--- src/hdl/pit_pkg.sv ---
// Constants and types shared by the three-channel interval timer.
package pit_pkg;
  localparam int         NCH       = 3;
  localparam int         CW        = 16;
  localparam int         AW        = 5;
  localparam int         DW        = 32;
  // Register indices; the byte address is four times the index.
  localparam logic [2:0] IDX_CNT0  = 3'h4;
  localparam logic [2:0] IDX_CNT1  = 3'h5;
  localparam logic [2:0] IDX_CNT2  = 3'h6;
  localparam logic [2:0] IDX_CTL   = 3'h7;
  // Control word layout.
  localparam int         SEL_POS   = 6;
  localparam int         ACC_POS   = 4;
  localparam int         MODE_POS  = 1;
  localparam int         BCD_POS   = 0;
  localparam logic [1:0] SEL_BAD   = 2'h3;
  localparam logic [1:0] ACC_LATCH = 2'h0;
  localparam logic [1:0] ACC_LO    = 2'h1;
  localparam logic [1:0] ACC_HI    = 2'h2;
  localparam logic [1:0] ACC_BOTH  = 2'h3;
  // Counting modes.
  localparam logic [2:0] M_EVT     = 3'h0;
  localparam logic [2:0] M_ONE     = 3'h1;
  localparam logic [2:0] M_RATE    = 3'h2;
  localparam logic [2:0] M_SQR     = 3'h3;
  localparam logic [2:0] M_SWS     = 3'h4;
  localparam logic [2:0] M_HWS     = 3'h5;
  localparam logic [CW-1:0] ONE    = 16'h0001;
  localparam logic [DW-1:0] RD_NONE = 32'h0000_0000;

  typedef struct packed {
    logic          read;
    logic          write;
    logic [AW-1:0] address;
    logic [DW-1:0] writedata;
  } pit_avs_req_t;

  typedef struct packed {
    logic [CW-1:0] cnt;
    logic [CW-1:0] rld;
    logic [CW-1:0] hold;
    logic [7:0]    lo;
    logic [2:0]    mode;
    logic [1:0]    acc;
    logic          bcd;
    logic          latched;
    logic          wr_hi;
    logic          rd_hi;
    logic          armed;
    logic          out;
    logic          gate_q;
    logic          clk_q;
    logic          trig;
  } pit_ch_t;

  typedef struct packed {
    pit_ch_t [NCH-1:0] ch;
    logic [7:0]        div;
    logic              ack;
    logic [DW-1:0]     rdata;
  } pit_state_t;
endpackage

--- src/hdl/pit_timer.sv ---
// Three-channel 16-bit interval timer with an Avalon-MM register slave.
//
// Operation
// - Three independent 16-bit presettable down counters.
// - Load values up to 65,535 accepted.
// - Counter 2 clocked at bus clock divided by CH2_DIV.
// - Counters 0 and 1 use external clock, gate.
// - Gate rising edge triggers; clock rising counts.
// - Event mode: load drives low, zero drives high.
// - Event mode counts only while gate enables.
// - One-shot: low after trigger until zero.
// - One-shot retrigger reloads and restarts pulse.
// - Rate mode: one-clock low every N counts.
// - Rate mode runs while gate high, stops low.
// - Square wave: high (N+1)/2, low (N-1)/2 for odd N; N/2 each for even N.
// - Square wave steps by two, reload per half.
// - Software strobe: count on write, one-clock low.
// - Host rewrites for another strobe; gate low holds.
// - Hardware strobe: gate edge starts, one-clock low.
// - Strobe only after full count since edge.
// - Control word selects counter, access, mode, BCD.
// - Latch command copies count into hold register.
//
// Our own choices: the placing of the registers and the Avalon-MM interface to the registers.
`timescale 1ns/1ps
module pit_timer #(
  parameter int CH2_DIV = 2
) (
  input  wire logic                  ref_clk,
  input  wire logic                  sys_rst,
  input  wire logic                  clk_en,
  input  wire pit_pkg::pit_avs_req_t avs_req,
  output logic [pit_pkg::DW-1:0]     avs_readdata,
  output logic                       avs_waitrequest,
  input  wire logic [1:0]            ext_clk,
  input  wire logic [pit_pkg::NCH-1:0] gate,
  output logic [pit_pkg::NCH-1:0]    tmr_out
);
  import pit_pkg::*;

  if (CH2_DIV < 2 || CH2_DIV > 256)
  begin : g_chk
    $error("CH2_DIV must lie between 2 and 256.");
  end

  pit_state_t    q;
  pit_state_t    d;
  logic          req_act;
  logic [2:0]    idx;
  logic [1:0]    k;
  logic [7:0]    wb;
  logic [CW-1:0] lv;
  logic [CW-1:0] src;
  logic [CW-1:0] dn1;
  logic [CW-1:0] dn2;
  logic          lgo;
  logic [NCH-1:0] cin;
  logic [NCH-1:0] tk;
  logic [NCH-1:0] ld;
  logic [NCH-1:0] ltc;

  // Decrement by one in binary or in four BCD digits.
  function automatic logic [CW-1:0] dec1(input logic [CW-1:0] v, input logic bcd);
    logic [CW-1:0] r;
    logic          br;
    r  = v;
    br = 1'b1;
    if (!bcd)
    begin
      r = v - ONE;
    end
    else
    begin
      for (int j = 0; j < 4; j++)
      begin
        if (br)
        begin
          if (r[4*j +: 4] == 4'h0)
          begin
            r[4*j +: 4] = 4'h9;
          end
          else
          begin
            r[4*j +: 4] = r[4*j +: 4] - 4'h1;
            br          = 1'b0;
          end
        end
      end
    end
    return r;
  endfunction

  assign req_act         = (avs_req.read | avs_req.write) & ~q.ack;
  assign avs_waitrequest = req_act;
  assign avs_readdata    = q.rdata;
  assign idx             = avs_req.address[AW-1:2];
  assign wb              = avs_req.writedata[7:0];
  // Counter 2 has no pin clock; its count event comes from the divider.
  assign cin             = {1'b0, ext_clk};

  always_comb
  begin
    d     = q;
    tk    = '0;
    ld    = '0;
    ltc   = '0;
    k     = '0;
    lv    = '0;
    src   = '0;
    dn1   = '0;
    dn2   = '0;
    lgo   = 1'b0;
    d.ack = req_act;
    d.div = (q.div == 8'(CH2_DIV - 1)) ? 8'h00 : q.div + 8'h01;
    for (int i = 0; i < NCH; i++)
    begin
      tk[i] = (i == 2) ? (q.div == 8'h00) : (cin[i] & ~q.ch[i].clk_q);
      d.ch[i].clk_q  = cin[i];
      d.ch[i].gate_q = gate[i];
      dn1 = dec1(q.ch[i].cnt, q.ch[i].bcd);
      dn2 = dec1(dn1, q.ch[i].bcd);
      // A trigger waits for the next count event; a new edge is never lost.
      d.ch[i].trig = (q.ch[i].trig & ~tk[i]) | (gate[i] & ~q.ch[i].gate_q);
      if (tk[i])
      begin
        unique case (q.ch[i].mode)
          M_EVT:
          begin
            if (q.ch[i].armed && gate[i])
            begin
              d.ch[i].cnt = dn1;
              if (q.ch[i].cnt == ONE)
              begin
                d.ch[i].out   = 1'b1;
                d.ch[i].armed = 1'b0;
              end
            end
          end
          M_ONE, M_HWS:
          begin
            if (q.ch[i].trig)
            begin
              d.ch[i].cnt   = q.ch[i].rld;
              d.ch[i].armed = 1'b1;
              d.ch[i].out   = (q.ch[i].mode == M_HWS);
            end
            else if (q.ch[i].armed)
            begin
              d.ch[i].cnt = dn1;
              d.ch[i].out = (q.ch[i].mode == M_ONE) ? q.ch[i].out : 1'b1;
              if (q.ch[i].cnt == ONE)
              begin
                d.ch[i].armed = 1'b0;
                d.ch[i].out   = (q.ch[i].mode == M_ONE);
              end
            end
            else
            begin
              d.ch[i].out = 1'b1;
            end
          end
          M_RATE:
          begin
            if (q.ch[i].armed && gate[i])
            begin
              d.ch[i].out = 1'b1;
              if (q.ch[i].trig || q.ch[i].cnt == ONE)
              begin
                d.ch[i].cnt = q.ch[i].rld;
                d.ch[i].out = q.ch[i].trig;
              end
              else
              begin
                d.ch[i].cnt = dn1;
              end
            end
          end
          M_SQR:
          begin
            // An odd count spends one extra event at zero in the high half.
            if (q.ch[i].armed && gate[i])
            begin
              if (q.ch[i].trig)
              begin
                d.ch[i].cnt = {q.ch[i].rld[CW-1:1], 1'b0};
                d.ch[i].out = 1'b1;
              end
              else if (q.ch[i].cnt == '0 ||
                       (dn2 == '0 && !(q.ch[i].out && q.ch[i].rld[0])))
              begin
                d.ch[i].out = ~q.ch[i].out;
                d.ch[i].cnt = {q.ch[i].rld[CW-1:1], 1'b0};
              end
              else
              begin
                d.ch[i].cnt = dn2;
              end
            end
          end
          M_SWS:
          begin
            d.ch[i].out = 1'b1;
            if (q.ch[i].armed && gate[i])
            begin
              d.ch[i].cnt = dn1;
              if (q.ch[i].cnt == ONE)
              begin
                d.ch[i].out   = 1'b0;
                d.ch[i].armed = 1'b0;
              end
            end
          end
          default:
          begin
            d.ch[i].out = 1'b1;
          end
        endcase
      end
      if ((q.ch[i].mode == M_RATE || q.ch[i].mode == M_SQR) && !gate[i])
      begin
        d.ch[i].out = 1'b1;
      end
    end
    if (req_act && idx >= IDX_CNT0)
    begin
      if (idx == IDX_CTL)
      begin
        k = wb[SEL_POS +: 2];
        if (avs_req.write && k != SEL_BAD)
        begin
          if (wb[ACC_POS +: 2] == ACC_LATCH)
          begin
            ltc[k] = 1'b1;
            if (!q.ch[k].latched)
            begin
              d.ch[k].hold    = q.ch[k].cnt;
              d.ch[k].latched = 1'b1;
            end
          end
          else
          begin
            d.ch[k].acc     = wb[ACC_POS +: 2];
            d.ch[k].mode    = wb[MODE_POS + 1] ? {1'b0, wb[MODE_POS +: 2]}
                                               : wb[MODE_POS +: 3];
            d.ch[k].bcd     = wb[BCD_POS];
            d.ch[k].out     = (d.ch[k].mode != M_EVT);
            d.ch[k].armed   = 1'b0;
            d.ch[k].wr_hi   = 1'b0;
            d.ch[k].rd_hi   = 1'b0;
            d.ch[k].latched = 1'b0;
          end
        end
        d.rdata = RD_NONE;
      end
      else
      begin
        k = 2'(idx - IDX_CNT0);
        if (avs_req.write)
        begin
          unique case (q.ch[k].acc)
            ACC_LO:    lv = {8'h00, wb};
            ACC_HI:    lv = {wb, 8'h00};
            default:   lv = {wb, q.ch[k].lo};
          endcase
          lgo = (q.ch[k].acc != ACC_BOTH) || q.ch[k].wr_hi;
          d.ch[k].lo    = wb;
          d.ch[k].wr_hi = (q.ch[k].acc == ACC_BOTH) && !q.ch[k].wr_hi;
          if (lgo)
          begin
            ld[k]         = 1'b1;
            d.ch[k].rld   = lv;
            d.ch[k].armed = (q.ch[k].mode != M_ONE && q.ch[k].mode != M_HWS);
            d.ch[k].out   = (q.ch[k].mode != M_EVT);
            if (q.ch[k].mode == M_SQR)
            begin
              d.ch[k].cnt = {lv[CW-1:1], 1'b0};
            end
            else if (q.ch[k].mode != M_ONE && q.ch[k].mode != M_HWS)
            begin
              d.ch[k].cnt = lv;
            end
          end
          d.rdata = RD_NONE;
        end
        else
        begin
          src = q.ch[k].latched ? q.ch[k].hold : q.ch[k].cnt;
          if (q.ch[k].acc == ACC_HI || (q.ch[k].acc == ACC_BOTH && q.ch[k].rd_hi))
          begin
            d.rdata = {24'h000000, src[15:8]};
          end
          else
          begin
            d.rdata = {24'h000000, src[7:0]};
          end
          d.ch[k].rd_hi = (q.ch[k].acc == ACC_BOTH) && !q.ch[k].rd_hi;
          if (q.ch[k].acc != ACC_BOTH || q.ch[k].rd_hi)
          begin
            d.ch[k].latched = 1'b0;
          end
        end
      end
    end
    else if (req_act)
    begin
      d.rdata = RD_NONE;
    end
  end

  // Clock enable low freezes every flip-flop, the bus answer included.
  always_ff @(posedge ref_clk or posedge sys_rst)
  begin
    if (sys_rst)
    begin
      q <= '0;
    end
    else if (clk_en)
    begin
      q <= d;
    end
  end

  for (genvar g = 0; g < NCH; g++)
  begin : g_out
    assign tmr_out[g] = q.ch[g].out;
  end
endmodule

--- config.mk ---
export PLATFORM = sky130hd
export DESIGN_NAME = pit_timer
export DESIGN_NICKNAME = d
export VERILOG_FILES = /design/src/hdl/pit_pkg.sv /design/src/hdl/pit_timer.sv
export SDC_FILE = /design/constraint.sdc
export NUM_CORES = 1
export LEC_CHECK = 0
export BUFFER_PORTS_ARGS = -buffer_cell sky130_fd_sc_hd__buf_2
export CAP_MARGIN = 15
export CORE_MARGIN = 1.5
export CORE_UTILIZATION = 45
export CTS_BUF_LIST = sky130_fd_sc_hd__clkbuf_8 sky130_fd_sc_hd__clkbuf_16
export DETAILED_ROUTE_END_ITERATION = 8
export GPL_TIMING_DRIVEN = 0
export PLACE_DENSITY = 0.67
export SETUP_SLACK_MARGIN = 0.5
export SYNTH_ARGS = -nofsm -noshare
export SYNTH_HDL_FRONTEND = slang
export SYNTH_SLANG_ARGS = --single-unit
--- constraint.sdc ---
create_clock -name ref_clk -period 7 [get_ports ref_clk]
set_clock_uncertainty 0.1 [all_clocks]
set_input_delay 0.35 -clock ref_clk [delete_from_list [all_inputs] [get_ports ref_clk]]
set_output_delay 0.35 -clock ref_clk [all_outputs]
set_load 0.01 [all_outputs]
==> impl_summary.md <==
Outcome
The run finished with clean final reports.

Logic synthesis
In this run the cell area of the synthesized design comes to 19930 um2. Counting flops and latches in the post-synthesis netlist gives 226. After technology mapping, the gate count stands at 2723. A synthesized cell averages 7.318 um2. The proportion of synthesized flip-flops having asynchronous set or reset is 100.0%. During synthesis, Yosys emitted a total of 0 warnings. By area the synthesized netlist is led by sky130_fd_sc_hd__dfrtp_1, sky130_fd_sc_hd__nand2_1, sky130_fd_sc_hd__o21ai_0. The post-synthesis sequential area ratio is 28.38%. Yosys mapped a number of flops with a built-in enable equal to 0. Synthesis instantiated 92 different standard cells from the library. Summed over its instances, the top area cell type makes up 28.38% of the synthesized netlist area.

The most frequently used flop master after synthesis is sky130_fd_sc_hd__dfrtp_1. Of all cell types, the one taking the most synthesized area is sky130_fd_sc_hd__dfrtp_1.

Global route
The number of global-route vias before repair was 21790. The largest net degree at the start of global routing is 43. Global routing used 43.02% of the available tracks.

The number of antenna violations at the first check in global routing is 2. Summed over all layers, the global routing overflow is 0. The first global-routing pass estimated 144600 um of wire.

Timing
The worst slew slack as a fraction of its limit is 10.12%. The slew at the pin closest to its max-slew limit is 1.340 ns. The worst slack on hold paths is 0.03815 ns. The count of final hold-check violations came to 0.

Setup total negative slack on the finished layout was measured at 0 ns. Setup repair after global routing could not meet its margin everywhere. Timing would allow up to 154.8 MHz. Setup violations remaining at the end of the flow were counted as 0. The clock period minus worst slack is 6.462 ns.

The final count of pins violating max slew is 0. After layout, the worst path uses 92.31% of the clock period.

CTS
The clock transition at the registers of the reported paths is 0.06 ns. The clock drives 226 sinks. The level count of the clock H-tree is 1. TritonCTS built the clock tree. The maximum buffer depth of the clock tree is 3. The clock reaches the later pin of the worst-skew pair after 0.58 ns. Clock tree synthesis selected as its root buffer the cell sky130_fd_sc_hd__clkbuf_16. The total clock buffers created by CTS is 27.

Drt
The routed wire length is 98800 um. The post-detailed-route DRC marker count is 0. The via count normalized by instance count is 6.797. The total number of vias is 23320. The post-route antenna net violation count is 0. In the final routed layout, each cell accounts on average for 28.81 um. The first routing iteration left 3274 violations. The first TritonRoute pass finished after 8 iterations.

Placement
Detailed placement finished with a half-perimeter wire length of 74500 um. The routability congestion estimate is 1.076. The count of port buffers added during placement is 30.

Critical path
The signal arrival time at the worst endpoint is 6.78 ns. Measured in cells, the most critical reg-to-reg path has a length of 19. The maximum net fanout on the critical path is 10. The startpoint kind of the worst setup timing path is a flip-flop. The critical path in this run is classified as flip-flop to flip-flop. The kind of end point of the critical path is a flip-flop. At the worst endpoint, the required time is 7.32 ns.

Power and ir drop
In this run the static leakage power is 0.008619 uW. The overall power consumption is 7742 uW. The power density relative to cell area is 349.7 nW/um2. The maximum ir drop on the vdd rail is 0.0003034 V.

Floorplan
The floorplan die area is 45550 um2. The height of the chip is 213.4 um. 83 I/O pins were placed. The width of the die is 213.4 um. The total area inside the core boundary comes to 43360 um2. The initial cell density of the core is 45.95%. The floorplan has 76 rows.

Cells and area
The signed area change from the synthesized netlist to the final layout is 11.11%. The most common cell after layout, fill and taps aside is sky130_fd_sc_hd__nand2_1. The number of nets in the final layout is 2888. The end-of-flow core utilization is 51.06%. The share of layout cells above drive strength 1 is 8.160%. Leaving out fill and tap cells, the most frequent cells in the layout are sky130_fd_sc_hd__nand2_1, sky130_fd_sc_hd__o21ai_0, sky130_fd_sc_hd__dfrtp_1, sky130_fd_sc_hd__nor2_1, sky130_fd_sc_hd__clkbuf_1.

Hold path
The tightest min-delay check is of the input port to flip-flop type. The worst hold path passes through 3 cells.

Run
The max-capacitance violation count is 0.
==> final timing paths <==
path	to	startpoint	slack, ns
min in group asynchronous	q[142]	sys_rst	0.37
max in group asynchronous	q[238]	sys_rst	5.15
worst max-delay path	q[236]	q[236]	0.54
worst min-delay path	q[111]	gate[1]	0.04
worst max register to register	q[236]	q[236]	0.54
worst min register to register	q[41]	q[43]	0.36
==> logic make-up after synthesis <==
kind of cell | Yosys count | synth area share (%)
AO/OA/AOI/OAI | 928 | 29.55
XOR/XNOR | 67 | 2.945
adder cells (fa/ha/maj) | 17 | 1.067
buffers and inverters | 313 | 6.731
flip-flops | 226 | 28.38
multiplexers | 132 | 6.832
other | 1 | 0.01882
AND/OR/NAND/NOR | 1039 | 24.48
==> cells in the mapped netlist (all sizes together), types with 7 or more instances <==
library cell and count:
o21ai 302, o21a 8, a22o 20, nor3b 9, o22ai 54, nor4 29
a211oi 50, a221oi 21, and3 17, mux2 32, xor2 30, and2 29
o2111ai 7, a21o 23, or3 18, buf 59, nor2 216, a31oi 36
xnor2 37, or4 14, inv 47, a22oi 32, a21oi 195, o211ai 54
nor3 69, mux2i 100, ha 17, o221ai 17, o31ai 16, clkbuf 207
a31o 7, nand2 427, nand4 36, dfrtp 226, or2 14, a2111oi 12
nand2b 46, nor2b 26, nand3 64
==> metal layers <==
metal  GRT usage (%)  up-vias  part of all wire, %
met4           24.50        2                  7.0
met3           11.67      376                   12
met1           55.86    11170                   39
met5               0        -                0.013
met2           64.43     1642                   42
li1                -    10130                    -
==> power by group <==
part | total [uW] | leakage, uW | switching, uW | internal, uW
clock network | 1540 | 0.000480 | 630 | 909
logic | 4340 | 0.00526 | 3050 | 1290
registers | 1860 | 0.00288 | 300 | 1560
total | 7740 | 0.00862 | 3980 | 3760
==> sequential cells by signal, summed over array words and instances (netlist names) <==
register and flops:
avs_readdata 8, q 215, tmr_out 3
==> per-stage QoR <==
| step | std cells | cell area [um2] | setup WS [ns] |
|---|---|---|---|
| final | 3430 | 22140 | 0.5383 |
| after global routing | 3428 | 22140 | 0.4146 |
| after CTS | 3422 | 22040 | 0.5313 |
| after detailed placement | 3367 | 21000 | -0.5395 |
| after global placement | 3361 | 20900 | -0.5541 |
| after floorplan | 2746 | 20020 | 1.933 |
==> critical path: stages, from the launching register on <==
cell and delay [ns]:
sky130_fd_sc_hd__dfrtp_1 0.39, sky130_fd_sc_hd__clkbuf_4 0.26, sky130_fd_sc_hd__inv_1 0.27, sky130_fd_sc_hd__ha_1 0.22, sky130_fd_sc_hd__clkbuf_2 0.21, sky130_fd_sc_hd__and2_1 0.25, sky130_fd_sc_hd__a21o_1 0.31, sky130_fd_sc_hd__ha_1 0.38
sky130_fd_sc_hd__or4b_1 0.45, sky130_fd_sc_hd__or3_1 0.38, sky130_fd_sc_hd__and2_1 0.16, sky130_fd_sc_hd__clkbuf_1 0.27, sky130_fd_sc_hd__or4_1 0.63, sky130_fd_sc_hd__o32ai_1 0.31, sky130_fd_sc_hd__a22oi_1 0.12, sky130_fd_sc_hd__nand4b_1 0.36
sky130_fd_sc_hd__o21ai_4 0.34, sky130_fd_sc_hd__clkbuf_4 0.33, sky130_fd_sc_hd__a311oi_1 0.14, sky130_fd_sc_hd__a221oi_2 0.41
==> layout make-up <==
| class | instances | area (um2) |
|---|---|---|
| Timing Repair Buffer | 49 | 365.4 |
| Sequential cell | 226 | 5655 |
| Fill cell | 4373 | 21220 |
| Multi-Input combinational cell | 2207 | 13070 |
| Inverter | 47 | 180.2 |
| Buffer | 266 | 1185 |
| Clock buffer | 36 | 799.5 |
| Clock inverter | 12 | 147.6 |
| Antenna cell | 2 | 5.005 |
| Tap cell | 585 | 732.0 |
==> repair_timing <==
item / in CTS / in global routing
pin swaps: 1 / 0
hold buffers: 5 / 0
buffers inserted: 2 / 0
hold endpoints to repair: 37 / 0
cloned: 0 / 0
setup endpoints to repair: 31 / 31
gates resized for setup: 9 / 24
Power figures use the tool's default switching activity.
